### src/shared/etm_pkg.sv
// etm_pkg: constants and types of the external event timemark block
// assumes one 10 MHz clock and software access over a 32-bit APB slave
package etm_pkg;

  // ----------------------------------------
  // timing
  // ----------------------------------------
  localparam int CLK_MHZ = 10;
  localparam int MEAS_STEP_US = 1000; // 1 ms measurement step
  localparam int CYC_PER_MS = CLK_MHZ * MEAS_STEP_US;
  localparam int SYNC_LAT = 2; // pin sample to edge pulse, in cycles
  localparam logic signed [17:0] RAW_DLY = -18'(SYNC_LAT);
  localparam logic [31:0] TOW_WRAP_MS = 32'h240C_8400; // one week in ms

  // ----------------------------------------
  // sizes
  // ----------------------------------------
  localparam int NCH = 2;
  localparam int RAW_DEPTH = 18;
  localparam int RAW_AW = 5;
  localparam logic [RAW_AW-1:0] RAW_DEPTH_W = 5'(RAW_DEPTH);

  // ----------------------------------------
  // register offsets
  // ----------------------------------------
  localparam logic [7:0] OFS_CTRL = 8'h00;
  localparam logic [7:0] OFS_RATE = 8'h04;
  localparam logic [7:0] OFS_CABLE = 8'h08;
  localparam logic [7:0] OFS_USER = 8'h0C;
  localparam logic [7:0] OFS_REF = 8'h10;
  localparam logic [7:0] OFS_TOW = 8'h14;
  localparam logic [7:0] OFS_INT_STAT = 8'h18;
  localparam logic [7:0] OFS_INT_MASK = 8'h1C;
  localparam logic [7:0] OFS_RISE_MS = 8'h20;
  localparam logic [7:0] OFS_RISE_SUB = 8'h24;
  localparam logic [7:0] OFS_FALL_MS = 8'h28;
  localparam logic [7:0] OFS_FALL_SUB = 8'h2C;
  localparam logic [7:0] OFS_REP_FLAGS = 8'h30;
  localparam logic [7:0] OFS_REP_ACC = 8'h34;
  localparam logic [7:0] OFS_RAW_STAT = 8'h38;
  localparam logic [7:0] OFS_RAW_IDX = 8'h3C;
  localparam logic [7:0] OFS_RAW_MS = 8'h40;
  localparam logic [7:0] OFS_RAW_INFO = 8'h44;

  // ----------------------------------------
  // fields and reset values
  // ----------------------------------------
  localparam int CTRL_EN = 0;
  localparam int CTRL_SRC = 1;
  localparam int CTRL_RAWCLR = 4;
  localparam int INT_REPORT = 0;
  localparam int INT_RAWOVF = 1;
  localparam logic [15:0] RATE_RST = 16'h03E8;
  localparam logic [15:0] ACCURACY_NS = 16'h0064; // one clock period

  typedef enum logic [2:0] {
    SRC_UTC = 3'b000,
    SRC_GPS = 3'b001,
    SRC_GLO = 3'b010,
    SRC_BDS = 3'b011,
    SRC_GAL = 3'b100,
    SRC_LOCAL = 3'b101
  } etm_src_t;

  typedef struct packed {
    logic [31:0] ms;
    logic [15:0] sub;
  } etm_time_t;

  typedef struct packed {
    logic rising;
    logic ch;
    etm_time_t t;
  } etm_rec_t;

endpackage
### src/shared/etm_edge_if.sv
// etm_edge_if: raw event levels in, edge pulses out
// assumes both ends run on the same pclk
`timescale 1ns/1ps
interface etm_edge_if;
  import etm_pkg::*;
  logic [NCH-1:0] level;
  logic [NCH-1:0] rise;
  logic [NCH-1:0] fall;
  modport det (input level, output rise, output fall);
  modport core (output level, input rise, input fall);
endinterface

### src/logic/etm_edge_sync.sv
// etm_edge_sync: two-stage synchroniser and edge detector per event channel
// assumes event levels may change at any time relative to pclk
`timescale 1ns/1ps
module etm_edge_sync import etm_pkg::*; (
  // clock and reset
  input wire logic pclk,
  input wire logic presetn,
  // levels in, pulses out
  etm_edge_if.det e
);

  logic [NCH-1:0] meta;
  logic [NCH-1:0] sync;
  logic [NCH-1:0] prev;
  logic [NCH-1:0] next_meta;
  logic [NCH-1:0] next_sync;
  logic [NCH-1:0] next_prev;

  always_comb begin
    next_meta = e.level;
    next_sync = meta;
    next_prev = sync;
  end

  // meta feeds sync only; every decision looks at sync or later
  always_ff @(posedge pclk or negedge presetn) begin
    if (!presetn) begin
      meta <= '0;
      sync <= '0;
      prev <= '0;
    end else begin
      meta <= next_meta;
      sync <= next_sync;
      prev <= next_prev;
    end
  end

  for (genvar g = 0; g < NCH; g++) begin : g_ch
    assign e.rise[g] = sync[g] & ~prev[g];
    assign e.fall[g] = ~sync[g] & prev[g];

  end
endmodule // etm_edge_sync

### src/logic/etm_timemark.sv
// etm_timemark: external event timemark capture with summary report and raw list
// assumes APB master on pclk; event inputs may be asynchronous to pclk
//
// Summary of operation
// - at epoch, report only if enabled and an edge arrived since last epoch
// - per epoch keep only the newest rising and newest falling timestamp
// - at most one report per epoch; epoch length follows measurement rate
// - report holds mark times, new-edge flags, source, validity, count, accuracy
// - raw list keeps up to 18 entries of channel 0/1 and local time
// - raw entries use local time of week, corrected only for the 2-cycle sync latency
// - local time base steps in 1 ms; raw stamps use that base
// - report mark times use the selected time reference
// - cable and user delay compensation applied to report mark times
`timescale 1ns/1ps
module etm_timemark import etm_pkg::*; (
  // clock and reset
  input wire logic pclk,
  input wire logic presetn,
  // apb slave
  input wire logic psel,
  input wire logic penable,
  input wire logic pwrite,
  input wire logic [31:0] paddr,
  input wire logic [31:0] pwdata,
  output logic [31:0] prdata,
  output logic pready,
  output logic pslverr,
  // external events
  input wire logic [NCH-1:0] external_event_input,
  // report and interrupt
  output logic report_pulse,
  output logic irq
);

  typedef struct packed {
    logic en;
    etm_src_t src;
    logic [15:0] rate;
    logic [13:0] cable;
    logic [13:0] user;
    logic [31:0] ref_ofs;
    etm_time_t now;
    logic tvalid;
    logic [15:0] ep_cnt;
    logic epoch;
    etm_time_t pend_rise;
    etm_time_t pend_fall;
    logic seen_rise;
    logic seen_fall;
    logic last_ch;
    etm_time_t rep_rise;
    etm_time_t rep_fall;
    logic rep_nr;
    logic rep_nf;
    logic rep_ch;
    etm_src_t rep_src;
    logic rep_valid;
    logic [15:0] mark_cnt;
    logic [RAW_AW-1:0] raw_cnt;
    logic raw_ovf;
    logic [1:0] int_stat;
    logic [1:0] int_mask;
    logic [RAW_AW-1:0] raw_idx;
    logic report;
    logic irq;
  } etm_core_t;

  etm_core_t c;
  etm_core_t next_c;
  etm_rec_t raw_mem [RAW_DEPTH];
  logic [NCH-1:0] raw_we;
  logic [RAW_AW-1:0] raw_wi [NCH];
  etm_rec_t raw_wd [NCH];
  logic b_pready;
  logic b_pslverr;
  logic [31:0] b_prdata;
  logic next_pready;
  logic next_pslverr;
  logic [31:0] next_prdata;
  logic wr;
  logic raw_clr;
  logic ms_tick;
  logic rep_cause;
  logic [15:0] rate_eff;
  logic [NCH-1:0] ev;

  etm_edge_if eif ();
  assign eif.level = external_event_input;

  etm_edge_sync u_sync (
    .pclk(pclk),
    .presetn(presetn),
    .e(eif)
  );

  // moves a time by a signed cycle count and whole ms; delays stay below 2 ms
  function automatic etm_time_t shift_time(etm_time_t t, logic signed [17:0] d,
                                           logic [31:0] add);
    logic signed [17:0] s;
    logic [31:0] m;
    s = $signed({2'b00, t.sub}) + d;
    m = t.ms + add;
    for (int i = 0; i < 2; i++) begin
      if (s < 0) begin
        s = s + $signed(18'(CYC_PER_MS));
        m = m - 32'h0000_0001;
      end else if (s >= $signed(18'(CYC_PER_MS))) begin
        s = s - $signed(18'(CYC_PER_MS));
        m = m + 32'h0000_0001;
      end
    end
    return {m, s[15:0]};
  endfunction

  // ----------------------------------------
  // core state
  // ----------------------------------------
  assign wr = psel & penable & b_pready & pwrite;
  assign raw_clr = wr && (paddr[7:0] == OFS_CTRL) && pwdata[CTRL_RAWCLR];
  assign ms_tick = c.now.sub == 16'(CYC_PER_MS - 1);
  assign rate_eff = (c.rate == 16'h0000) ? 16'h0001 : c.rate;
  assign rep_cause = c.epoch & c.en & (c.seen_rise | c.seen_fall);
  assign ev = eif.rise | eif.fall;

  always_comb begin
    etm_time_t stamp;
    etm_time_t mark;
    logic [31:0] add_ms;
    logic signed [17:0] dly;
    logic [RAW_AW-1:0] idx;
    logic [1:0] w1c;
    logic [1:0] set;
    next_c = c;
    next_c.report = 1'b0;
    raw_we = '0;
    raw_wi = '{default: '0};
    raw_wd = '{default: '0};
    w1c = 2'b00;
    set = 2'b00;
    stamp = shift_time(c.now, RAW_DLY, 32'h0000_0000);
    add_ms = (c.src == SRC_LOCAL) ? 32'h0000_0000 : c.ref_ofs;
    dly = RAW_DLY - $signed({{4{c.cable[13]}}, c.cable})
        + $signed({{4{c.user[13]}}, c.user});
    mark = shift_time(c.now, dly, add_ms);

    // local time base, one step per ms
    if (ms_tick) begin
      next_c.now.sub = '0;
      next_c.now.ms = (c.now.ms == TOW_WRAP_MS - 32'h0000_0001) ? '0
                    : c.now.ms + 32'h0000_0001;
      next_c.ep_cnt = (c.ep_cnt + 16'h0001 >= rate_eff) ? '0 : c.ep_cnt + 16'h0001;
    end else begin
      next_c.now.sub = c.now.sub + 16'h0001;
    end
    next_c.epoch = ms_tick && (c.ep_cnt + 16'h0001 >= rate_eff);

    // epoch close: the report samples the state before this cycle's edges
    if (c.epoch) begin
      if (rep_cause) begin
        next_c.report = 1'b1;
        next_c.rep_rise = c.pend_rise;
        next_c.rep_fall = c.pend_fall;
        next_c.rep_nr = c.seen_rise;
        next_c.rep_nf = c.seen_fall;
        next_c.rep_ch = c.last_ch;
        next_c.rep_src = c.src;
        next_c.rep_valid = c.tvalid;
        set[INT_REPORT] = 1'b1;
      end
      next_c.seen_rise = 1'b0;
      next_c.seen_fall = 1'b0;
    end

    // edges; a later channel in the same cycle wins, the time is the same
    idx = raw_clr ? '0 : c.raw_cnt;
    if (raw_clr) begin
      next_c.raw_ovf = 1'b0;
    end
    for (int i = 0; i < NCH; i++) begin
      if (eif.rise[i]) begin
        next_c.pend_rise = mark;
        next_c.seen_rise = 1'b1;
        next_c.last_ch = 1'(i);
      end
      if (eif.fall[i]) begin
        next_c.pend_fall = mark;
        next_c.seen_fall = 1'b1;
        next_c.last_ch = 1'(i);
      end
      if (ev[i]) begin
        next_c.mark_cnt = next_c.mark_cnt + 16'h0001;
        if (idx < RAW_DEPTH_W) begin
          raw_we[i] = 1'b1;
          raw_wi[i] = idx;
          raw_wd[i] = '{rising: eif.rise[i], ch: 1'(i), t: stamp};
          idx = idx + 5'h01;
        end else begin
          next_c.raw_ovf = 1'b1;
          set[INT_RAWOVF] = 1'b1;
        end
      end
    end
    next_c.raw_cnt = idx;

    // register writes
    if (wr) begin
      case (paddr[7:0])
        OFS_CTRL: begin
          next_c.en = pwdata[CTRL_EN];
          next_c.src = etm_src_t'(pwdata[CTRL_SRC +: 3]);
        end
        OFS_RATE: next_c.rate = pwdata[15:0];
        OFS_CABLE: next_c.cable = pwdata[13:0];
        OFS_USER: next_c.user = pwdata[13:0];
        OFS_REF: next_c.ref_ofs = pwdata;
        OFS_TOW: begin
          next_c.now.ms = pwdata;
          next_c.now.sub = '0;
          next_c.tvalid = 1'b1;
        end
        OFS_INT_STAT: w1c = pwdata[1:0];
        OFS_INT_MASK: next_c.int_mask = pwdata[1:0];
        OFS_RAW_IDX: next_c.raw_idx = pwdata[RAW_AW-1:0];
        default: ;
      endcase
    end
    // a new event outlives a clear in the same cycle
    next_c.int_stat = (c.int_stat & ~w1c) | set;
    next_c.irq = |(next_c.int_stat & next_c.int_mask);
  end

  always_ff @(posedge pclk or negedge presetn) begin
    if (!presetn) begin
      c <= '0;
      c.rate <= RATE_RST;
    end else begin
      c <= next_c;
    end
  end

  always_ff @(posedge pclk) begin
    for (int i = 0; i < NCH; i++) begin
      if (raw_we[i]) begin
        raw_mem[raw_wi[i]] <= raw_wd[i];
      end
    end
  end

  assign report_pulse = c.report;
  assign irq = c.irq;

  // ----------------------------------------
  // apb slave, one wait state on every access
  // ----------------------------------------
  always_comb begin
    etm_rec_t rec;
    rec = (c.raw_idx < c.raw_cnt) ? raw_mem[c.raw_idx] : '0;
    next_pready = psel & penable & ~b_pready;
    next_pslverr = 1'b0;
    next_prdata = b_prdata;
    if (next_pready) begin
      next_prdata = '0;
      if (paddr[31:8] != '0 || paddr[1:0] != 2'b00) begin
        next_pslverr = 1'b1;
      end else begin
        case (paddr[7:0])
          OFS_CTRL: next_prdata = {28'h000_0000, c.src, c.en};
          OFS_RATE: next_prdata = {16'h0000, c.rate};
          OFS_CABLE: next_prdata = {{18{c.cable[13]}}, c.cable};
          OFS_USER: next_prdata = {{18{c.user[13]}}, c.user};
          OFS_REF: next_prdata = c.ref_ofs;
          OFS_TOW: next_prdata = c.now.ms;
          OFS_INT_STAT: next_prdata = {30'h0000_0000, c.int_stat};
          OFS_INT_MASK: next_prdata = {30'h0000_0000, c.int_mask};
          OFS_RISE_MS: next_prdata = c.rep_rise.ms;
          OFS_RISE_SUB: next_prdata = {16'h0000, c.rep_rise.sub};
          OFS_FALL_MS: next_prdata = c.rep_fall.ms;
          OFS_FALL_SUB: next_prdata = {16'h0000, c.rep_fall.sub};
          OFS_REP_FLAGS: next_prdata = {c.mark_cnt, 9'h000, c.rep_valid, c.rep_src,
                                        c.rep_ch, c.rep_nf, c.rep_nr};
          OFS_REP_ACC: next_prdata = {16'h0000, ACCURACY_NS};
          OFS_RAW_STAT: next_prdata = {23'h00_0000, c.raw_ovf, 3'h0, c.raw_cnt};
          OFS_RAW_IDX: next_prdata = {27'h000_0000, c.raw_idx};
          OFS_RAW_MS: next_prdata = rec.t.ms;
          OFS_RAW_INFO: next_prdata = {14'h0000, rec.rising, rec.ch, rec.t.sub};
          default: next_pslverr = 1'b1;
        endcase
      end
    end
  end

  always_ff @(posedge pclk or negedge presetn) begin
    if (!presetn) begin
      b_pready <= 1'b0;
      b_pslverr <= 1'b0;
      b_prdata <= '0;
    end else begin
      b_pready <= next_pready;
      b_pslverr <= next_pslverr;
      b_prdata <= next_prdata;
    end
  end

  assign pready = b_pready;
  assign pslverr = b_pslverr;
  assign prdata = b_prdata;

  // ----------------------------------------
  // checks
  // ----------------------------------------
  logic [31:0] gap;
  logic gap_ok;

  always_ff @(posedge pclk or negedge presetn) begin
    if (!presetn) begin
      gap <= '0;
      gap_ok <= 1'b0;
    end else if (wr && (paddr[7:0] == OFS_RATE || paddr[7:0] == OFS_TOW)) begin
      gap_ok <= 1'b0;
    end else if (c.epoch) begin
      gap <= 32'h0000_0001;
      gap_ok <= 1'b1;
    end else begin
      gap <= gap + 32'h0000_0001;
    end
  end
endmodule // etm_timemark

### config.mk
export PLATFORM = sky130hd
export DESIGN_NAME = etm_timemark
export DESIGN_NICKNAME = d
export VERILOG_FILES = /design/src/shared/etm_pkg.sv /design/src/shared/etm_edge_if.sv /design/src/logic/etm_edge_sync.sv /design/src/logic/etm_timemark.sv
export SDC_FILE = /design/constraint.sdc
export NUM_CORES = 2
export LEC_CHECK = 0
export ABC_AREA = 1
export BUFFER_PORTS_ARGS = -buffer_cell sky130_fd_sc_hd__buf_2
export CELL_PAD_IN_SITES_DETAIL_PLACEMENT = 1
export CELL_PAD_IN_SITES_GLOBAL_PLACEMENT = 1
export CORE_MARGIN = 2
export CORE_UTILIZATION = 49
export CTS_CLUSTER_SIZE = 8
export DETAILED_ROUTE_END_ITERATION = 10
export PLACE_DENSITY = 0.82
export SLEW_MARGIN = 20
export SYNTH_ARGS = -nofsm -noshare
export SYNTH_HDL_FRONTEND = slang
export SYNTH_SLANG_ARGS = --single-unit
### constraint.sdc
create_clock -name pclk -period 8.34 [get_ports pclk]
set_input_delay 2.502 -clock pclk [delete_from_list [all_inputs] [get_ports pclk]]
set_output_delay 2.502 -clock pclk [all_outputs]
set_load 0.02 [all_outputs]
* Word level (Yosys, flattened, before mapping)
Memories as Yosys holds them, arrays and structs flattened.
Index checks and enable logic that the tools add are counted.
** Storage, ports and cells
- Register bits after elaboration :: 421
- RAM bits :: 900
- Bits of input ports :: 71
- Output and inout bits :: 36
- Word-level logic and storage cells :: 225
- Memories :: 1
** Memories
- raw_mem :: words 18, bits a word 50, rd ports 1, clocked after memory_dff 0, wr ports 2, RTL line etm_timemark.sv:70 : etm_rec_t raw_mem [RAW_DEPTH];
** Cells by class
- Add/sub/neg operators :: 27
- Order comparisons :: 12
- Equality and inequality tests :: 20
- Multiplexer cells :: 80
- Bitwise gates (word level) :: 21
- Reductions and logical operators :: 23
** Operators by type and width (number)
- one-hot mux 32 bit (18 select lines) :: 1
- 2-to-1 mux 32 bit :: 12
- 2-to-1 mux 50 bit :: 5
- 2-to-1 mux 48 bit :: 4
- 2-to-1 mux 16 bit :: 9
- adder 32 x 1 -> 32 bit (second input constant) :: 4
- subtractor 32 x 1 -> 32 bit (second input constant) :: 4
- 2-to-1 mux 49 bit :: 2
- greater-or-equal comparator 18 x 15 -> 1 bit (second input constant) :: 4
- < comparator 18 x 1 -> 1 bit (second input constant) :: 4
- 2-to-1 mux 18 bit :: 4
- adder 16 x 1 -> 16 bit (second input constant) :: 4
- equality test 8 x 6 -> 1 bit (second input constant) :: 8
- 2-to-1 mux 5 bit :: 10
- adder 18 x 15 -> 18 bit (second input constant) :: 2
- subtractor 18 x 15 -> 18 bit (second input constant) :: 2
- adder 16 x 15 -> 16 bit (second input constant) :: 2
- adder 32 bit :: 1
- equality test 32 x 30 -> 1 bit (second input constant) :: 1
- equality test 8 x 5 -> 1 bit (second input constant) :: 4
- subtractor 16 x 15 -> 16 bit (second input constant) :: 2
- 2-to-1 mux 1 bit :: 26
- nonzero test 24 bit :: 1
- adder 17 x 16 -> 18 bit :: 1
- 30 further kinds :: 66

* Logic depth before layout (Yosys ltp)
- Depth after elaboration :: 15
- Depth in mapped cells :: 39

* Hierarchy
From an unflattened synthesis, not the netlist that was laid out.
** Second synthesis, totals
- Cell total of the unflattened synthesis :: 10596
- Area, all modules :: 81889.8 µm²
** By module, submodules not included
- etm_timemark :: instances 1, cells an instance 10582, area an instance 81709.6 µm², seq. area each 37418.4 µm²
- etm_edge_sync :: instances 1, cells an instance 14, area an instance 180.2 µm², seq. area each 150.1 µm²

* Worst setup path before layout
Ideal clock, no wire load.
- Path type :: input to register
- Start point :: in paddr[1]
- End point :: mem raw_mem[1][0] (netlist bit) (enable)
- Library setup time :: 527 ps
- Arrival time :: 8177 ps
- Data required time :: 7813 ps
- Setup slack :: -364 ps
- Cell stages on the path :: 18
- Path buffers :: 3
- Path through :: nor2_1 > inv_2 > nor2_2 > inv_2 > nor2_4 > nand2_2 > nor2_4 > nand2_4 > nand2_2 > nand2_1 > o21ai_2 > nand2_2 > inv_2 > buf_4 > clkbuf_1 > clkbuf_1 > nand3_1 > o21ai_0
** RTL lines
- start: declaration :: RTL line etm_timemark.sv:23 : input wire logic [31:0] paddr,
- end: declaration :: RTL line etm_timemark.sv:70

* Worst setup path after layout
- Start point :: reg c[253] (netlist bit)
- End point :: reg c[165] (netlist bit)
** Between the ends
- Word-level cells in the longest chain between the ends :: 9
** RTL lines
- start: declaration :: RTL line etm_timemark.sv:68 : etm_core_t c;
- start signal: assignment :: RTL line etm_timemark.sv:237 : c <= next_c;
- adder 17 x 16 -> 18 bit (*) :: RTL line etm_timemark.sv:101 : s = $signed({2'b00, t.sub}) + d;
- greater-or-equal comparator 18 x 15 -> 1 bit or subtractor 18 x 15 -> 18 bit (tied branches) :: RTL line etm_timemark.sv:107, etm_timemark.sv:108
- 2-to-1 mux 32 bit or 2-to-1 mux 18 bit (tied branches) :: RTL line etm_timemark.sv:107 : end else if (s >= $signed(18'(CYC_PER_MS))) begin
- 2-to-1 mux 32 bit or 2-to-1 mux 18 bit (tied branches) :: RTL line etm_timemark.sv:104 : if (s < 0) begin
- adder 32 x 1 -> 32 bit or greater-or-equal comparator 18 x 15 -> 1 bit (tied branches) :: RTL line etm_timemark.sv:109, etm_timemark.sv:107
- 2-to-1 mux 32 bit :: RTL line etm_timemark.sv:107
- 2-to-1 mux 32 bit (*) :: RTL line etm_timemark.sv:104
- 2-to-1 mux 48 bit :: RTL line etm_timemark.sv:185 : if (eif.fall[i]) begin
- 2-to-1 mux 48 bit (*) :: RTL line etm_timemark.sv:185
Mark *: on every way between the ends. The rest lies on a longest branch, timed or not. The select of a mux whose other input is x is not followed.
A chain may end at the register's enable or synchronous reset.

==> results.cfg <==
[sta]
drv_slew = 0
finalSetupViolations = 0
rsz0062_at_grt = false
finalCriticalPeriod_ps = 7820
fmax_mhz = 128
hold_viol_final = 0
worst_pin_slew_ps = 1430
min_period_over_period_pct = 93.8
fin_skew_ps = 55.7
slew_headroom_pct = 4.88
setup_ws_ps = 517

[synthesis]
syn_nets = 10500
synth_edf_count = 900
post_synth.cell_area_avg_um2 = 7.84
synth.distinct_cells = 73
synth.area.top_cells = edfxtp_1 33%, nand2_1 14%, dfrtp_1 13%
synth_area_leader_cell = edfxtp_1
ys_ff_latch = 1321
synthesis.area_um2 = 80900
ys_async_sr_fraction_pct = 31.9
ys.flop_type = edfxtp_1
ys_seq_area_share_pct = 46.5
yosysTopAreaCellShare_pct = 33.4
syn_inst = 10300
yosysWarnings = 0

[setup_path]
cpMostUsedCell = nand3_1
critPathKind = flip-flop to flip-flop
cp_num_buf_inv = 3
worstPathArrival_ps = 8570
required_ps = 9090
worstSetupEndpointType = flip-flop
startpoint_type = flip-flop
worstPathMaxFanout = 16
cp_top_family = simple AND/OR/NAND/NOR gates
max_stage_delay_ps = 850
cp_slowest_cell = xnor2_1

[floorplanning]
die_x_um = 410
core_um2 = 164000
die-area_um2 = 168000
die_h_um = 410
ioPinCount = 107
rows = 149
start_util_pct = 49.2

[cts]
cts_root_buf = clkbuf_16
tritoncts = yes
cts_buffer_depth = 3
cts-buffers-inserted = 186
h-tree-depth = 4
clkSlewWorstSetupHoldPaths_ps = 60
ctsHoldBuffers = 0
cts_sinks = 1321
cts_resized = 0
post_cts_buffers = 0
clock_latency_ps = 860

[global_routing]
grt_usage_pct = 43.3
grt_pass1_vias = 81300
grt.overflow.total = 0
antenna_found_initial = 18
met2_usage_pct = 62.7
grt_busiest_layer = met2
grt_max_degree = 212
grt_util_met3_pct = 13.1
grt.met1_usage_pct = 58.8
grt_pass1_wl_mm = 542

[cells_and_area]
multi_input_area_um2 = 37500
n_fill_cell = 19900
fin_util_pct = 54.2
final_nets = 10300
drive_gt1_share_pct = 7.63
areaGrowthSynthToFinish_pct = 10.2
seq_area_um2 = 37600
final_cell_mix = 2954 x nand2_1, 903 x nor2_1, 900 x edfxtp_1, 805 x inv_1, 596 x nand4_1
final_common_cell = nand2_1

[power_and_ir_drop]
power.leakage_nw = 37.4
ir_worst_vdd_uv = 342
powerDensity_nw_per_um2 = 336

[detailed_routing]
ant_nets = 0
vias = 81800
wire_per_inst_um = 30.2
drt_wl_total_mm = 373
firstDrtPassIters = 6
post-route-drc-count = 0
vias_per_cell = 6.61
drt_iter0_markers = 10900

[place]
portBuffers = 106
place_congestion = 0.990
place_ws_ps = 601
detailed_place_hpwl_mm = 247

[min_path]
min_path_type = flip-flop to flip-flop

[flow_run]
drv_cap = 0

[outcome]
status = complete, no violations
-- area by class of cell --
| cell class | instances | share of cell area [%] |
|---|---|---|
| inverters | 879 | 3.73 |
| flip-flops and latches | 1321 | 42.2 |
| repair buffers | 319 | 3.00 |
| diodes | 7 | 0.0197 |
| well taps | 2189 | 3.07 |
| multi-input cells | 7409 | 42.0 |
| clock inverters | 15 | 0.390 |
| clock buffers | 226 | 5.56 |
-- sequential cells by signal (all words and copies together) (netlist names) --
name / flops
u_sync.meta: 2
raw_mem: 900
report_pulse: 1
u_sync.prev: 2
prdata: 32
pready: 1
u_sync.next_prev: 2
pslverr: 1
irq: 1
c: 379
-- metrics by stage --
step | area (um^2) | hold WS, ps | power, mW | setup TNS, ps | instances
after floorplan | 80900 | 331 | 17.1 | -5150 | 10300
after global placement | 83700 | 345 | 21.7 | 0 | 12100
after detailed placement | 83700 | 348 | 22.1 | 0 | 12100
after CTS | 89000 | 371 | 29.4 | 0 | 12400
after global routing | 89100 | 386 | 31.1 | 0 | 12400
final | 89100 | 363 | 29.9 | 0 | 12400
-- synth_stat cells (11+ instances only) --
| master | count |
|---|---|
| a221oi_1 | 102 |
| nor2_4 | 14 |
| nand3_1 | 564 |
| nand3b_1 | 17 |
| fa_1 | 17 |
| o21ai_1 | 265 |
| nor3_1 | 107 |
| o211ai_1 | 27 |
| a22o_1 | 14 |
| a211o_1 | 11 |
| o21ai_0 | 500 |
| a211oi_1 | 23 |
| nor2_2 | 39 |
| o41ai_1 | 20 |
| a32o_1 | 14 |
| buf_2 | 141 |
| inv_2 | 57 |
| clkbuf_1 | 415 |
| o311ai_0 | 38 |
| nand2_2 | 23 |
| inv_1 | 812 |
| edfxtp_1 | 900 |
| a32oi_1 | 30 |
| buf_1 | 116 |
| o221ai_1 | 25 |
| nor2_1 | 917 |
| a21oi_1 | 507 |
| xor2_1 | 175 |
| ha_1 | 122 |
| o31ai_1 | 15 |
| buf_4 | 25 |
| a22oi_1 | 58 |
| nand4_1 | 596 |
| dfrtp_1 | 415 |
| o21a_1 | 11 |
| xnor2_1 | 16 |
| o22ai_1 | 50 |
| o2111ai_1 | 13 |
| nand2_1 | 2958 |
| nor4_1 | 19 |
-- worst paths after layout --
kind                       slack (ps)  cells past startpoint            from             endpoint
setup / recovery                  520                     28          c[253]               c[165]
hold / removal                    360                      0  u_sync.meta[0]  u_sync.next_prev[0]
setup reg to reg                  520                     28          c[253]               c[165]
hold reg to reg                   360                      0  u_sync.meta[0]  u_sync.next_prev[0]
max in group asynchronous        5210                      2         presetn                 c[5]
min in group asynchronous        1660                      1         presetn               c[231]
-- layer usage --
layer,part of all wire [%],routed length (um),up-vias
met5,0.033,123,-
met2,42,157000,5336
li1,-,-,34700
met1,39,147000,40400
met3,13,48700,1245
met4,5.7,21200,18
-- report_power, final --
group          switching, mW  internal, mW
logic                   10.8          3.23
registers              0.311          8.36
clock network           3.04          4.21
total                   14.1          15.8
-- cell families after synthesis --
kind of cell | share of synthesized area (%)
simple gates | 28.2
compound gates | 13.0
buf+inv | 7.79
flops | 46.5
xor+xnor | 2.29
fa+ha+maj | 2.31
mux | 0.0139
No activity file was read; power rests on OpenSTA's default activity.
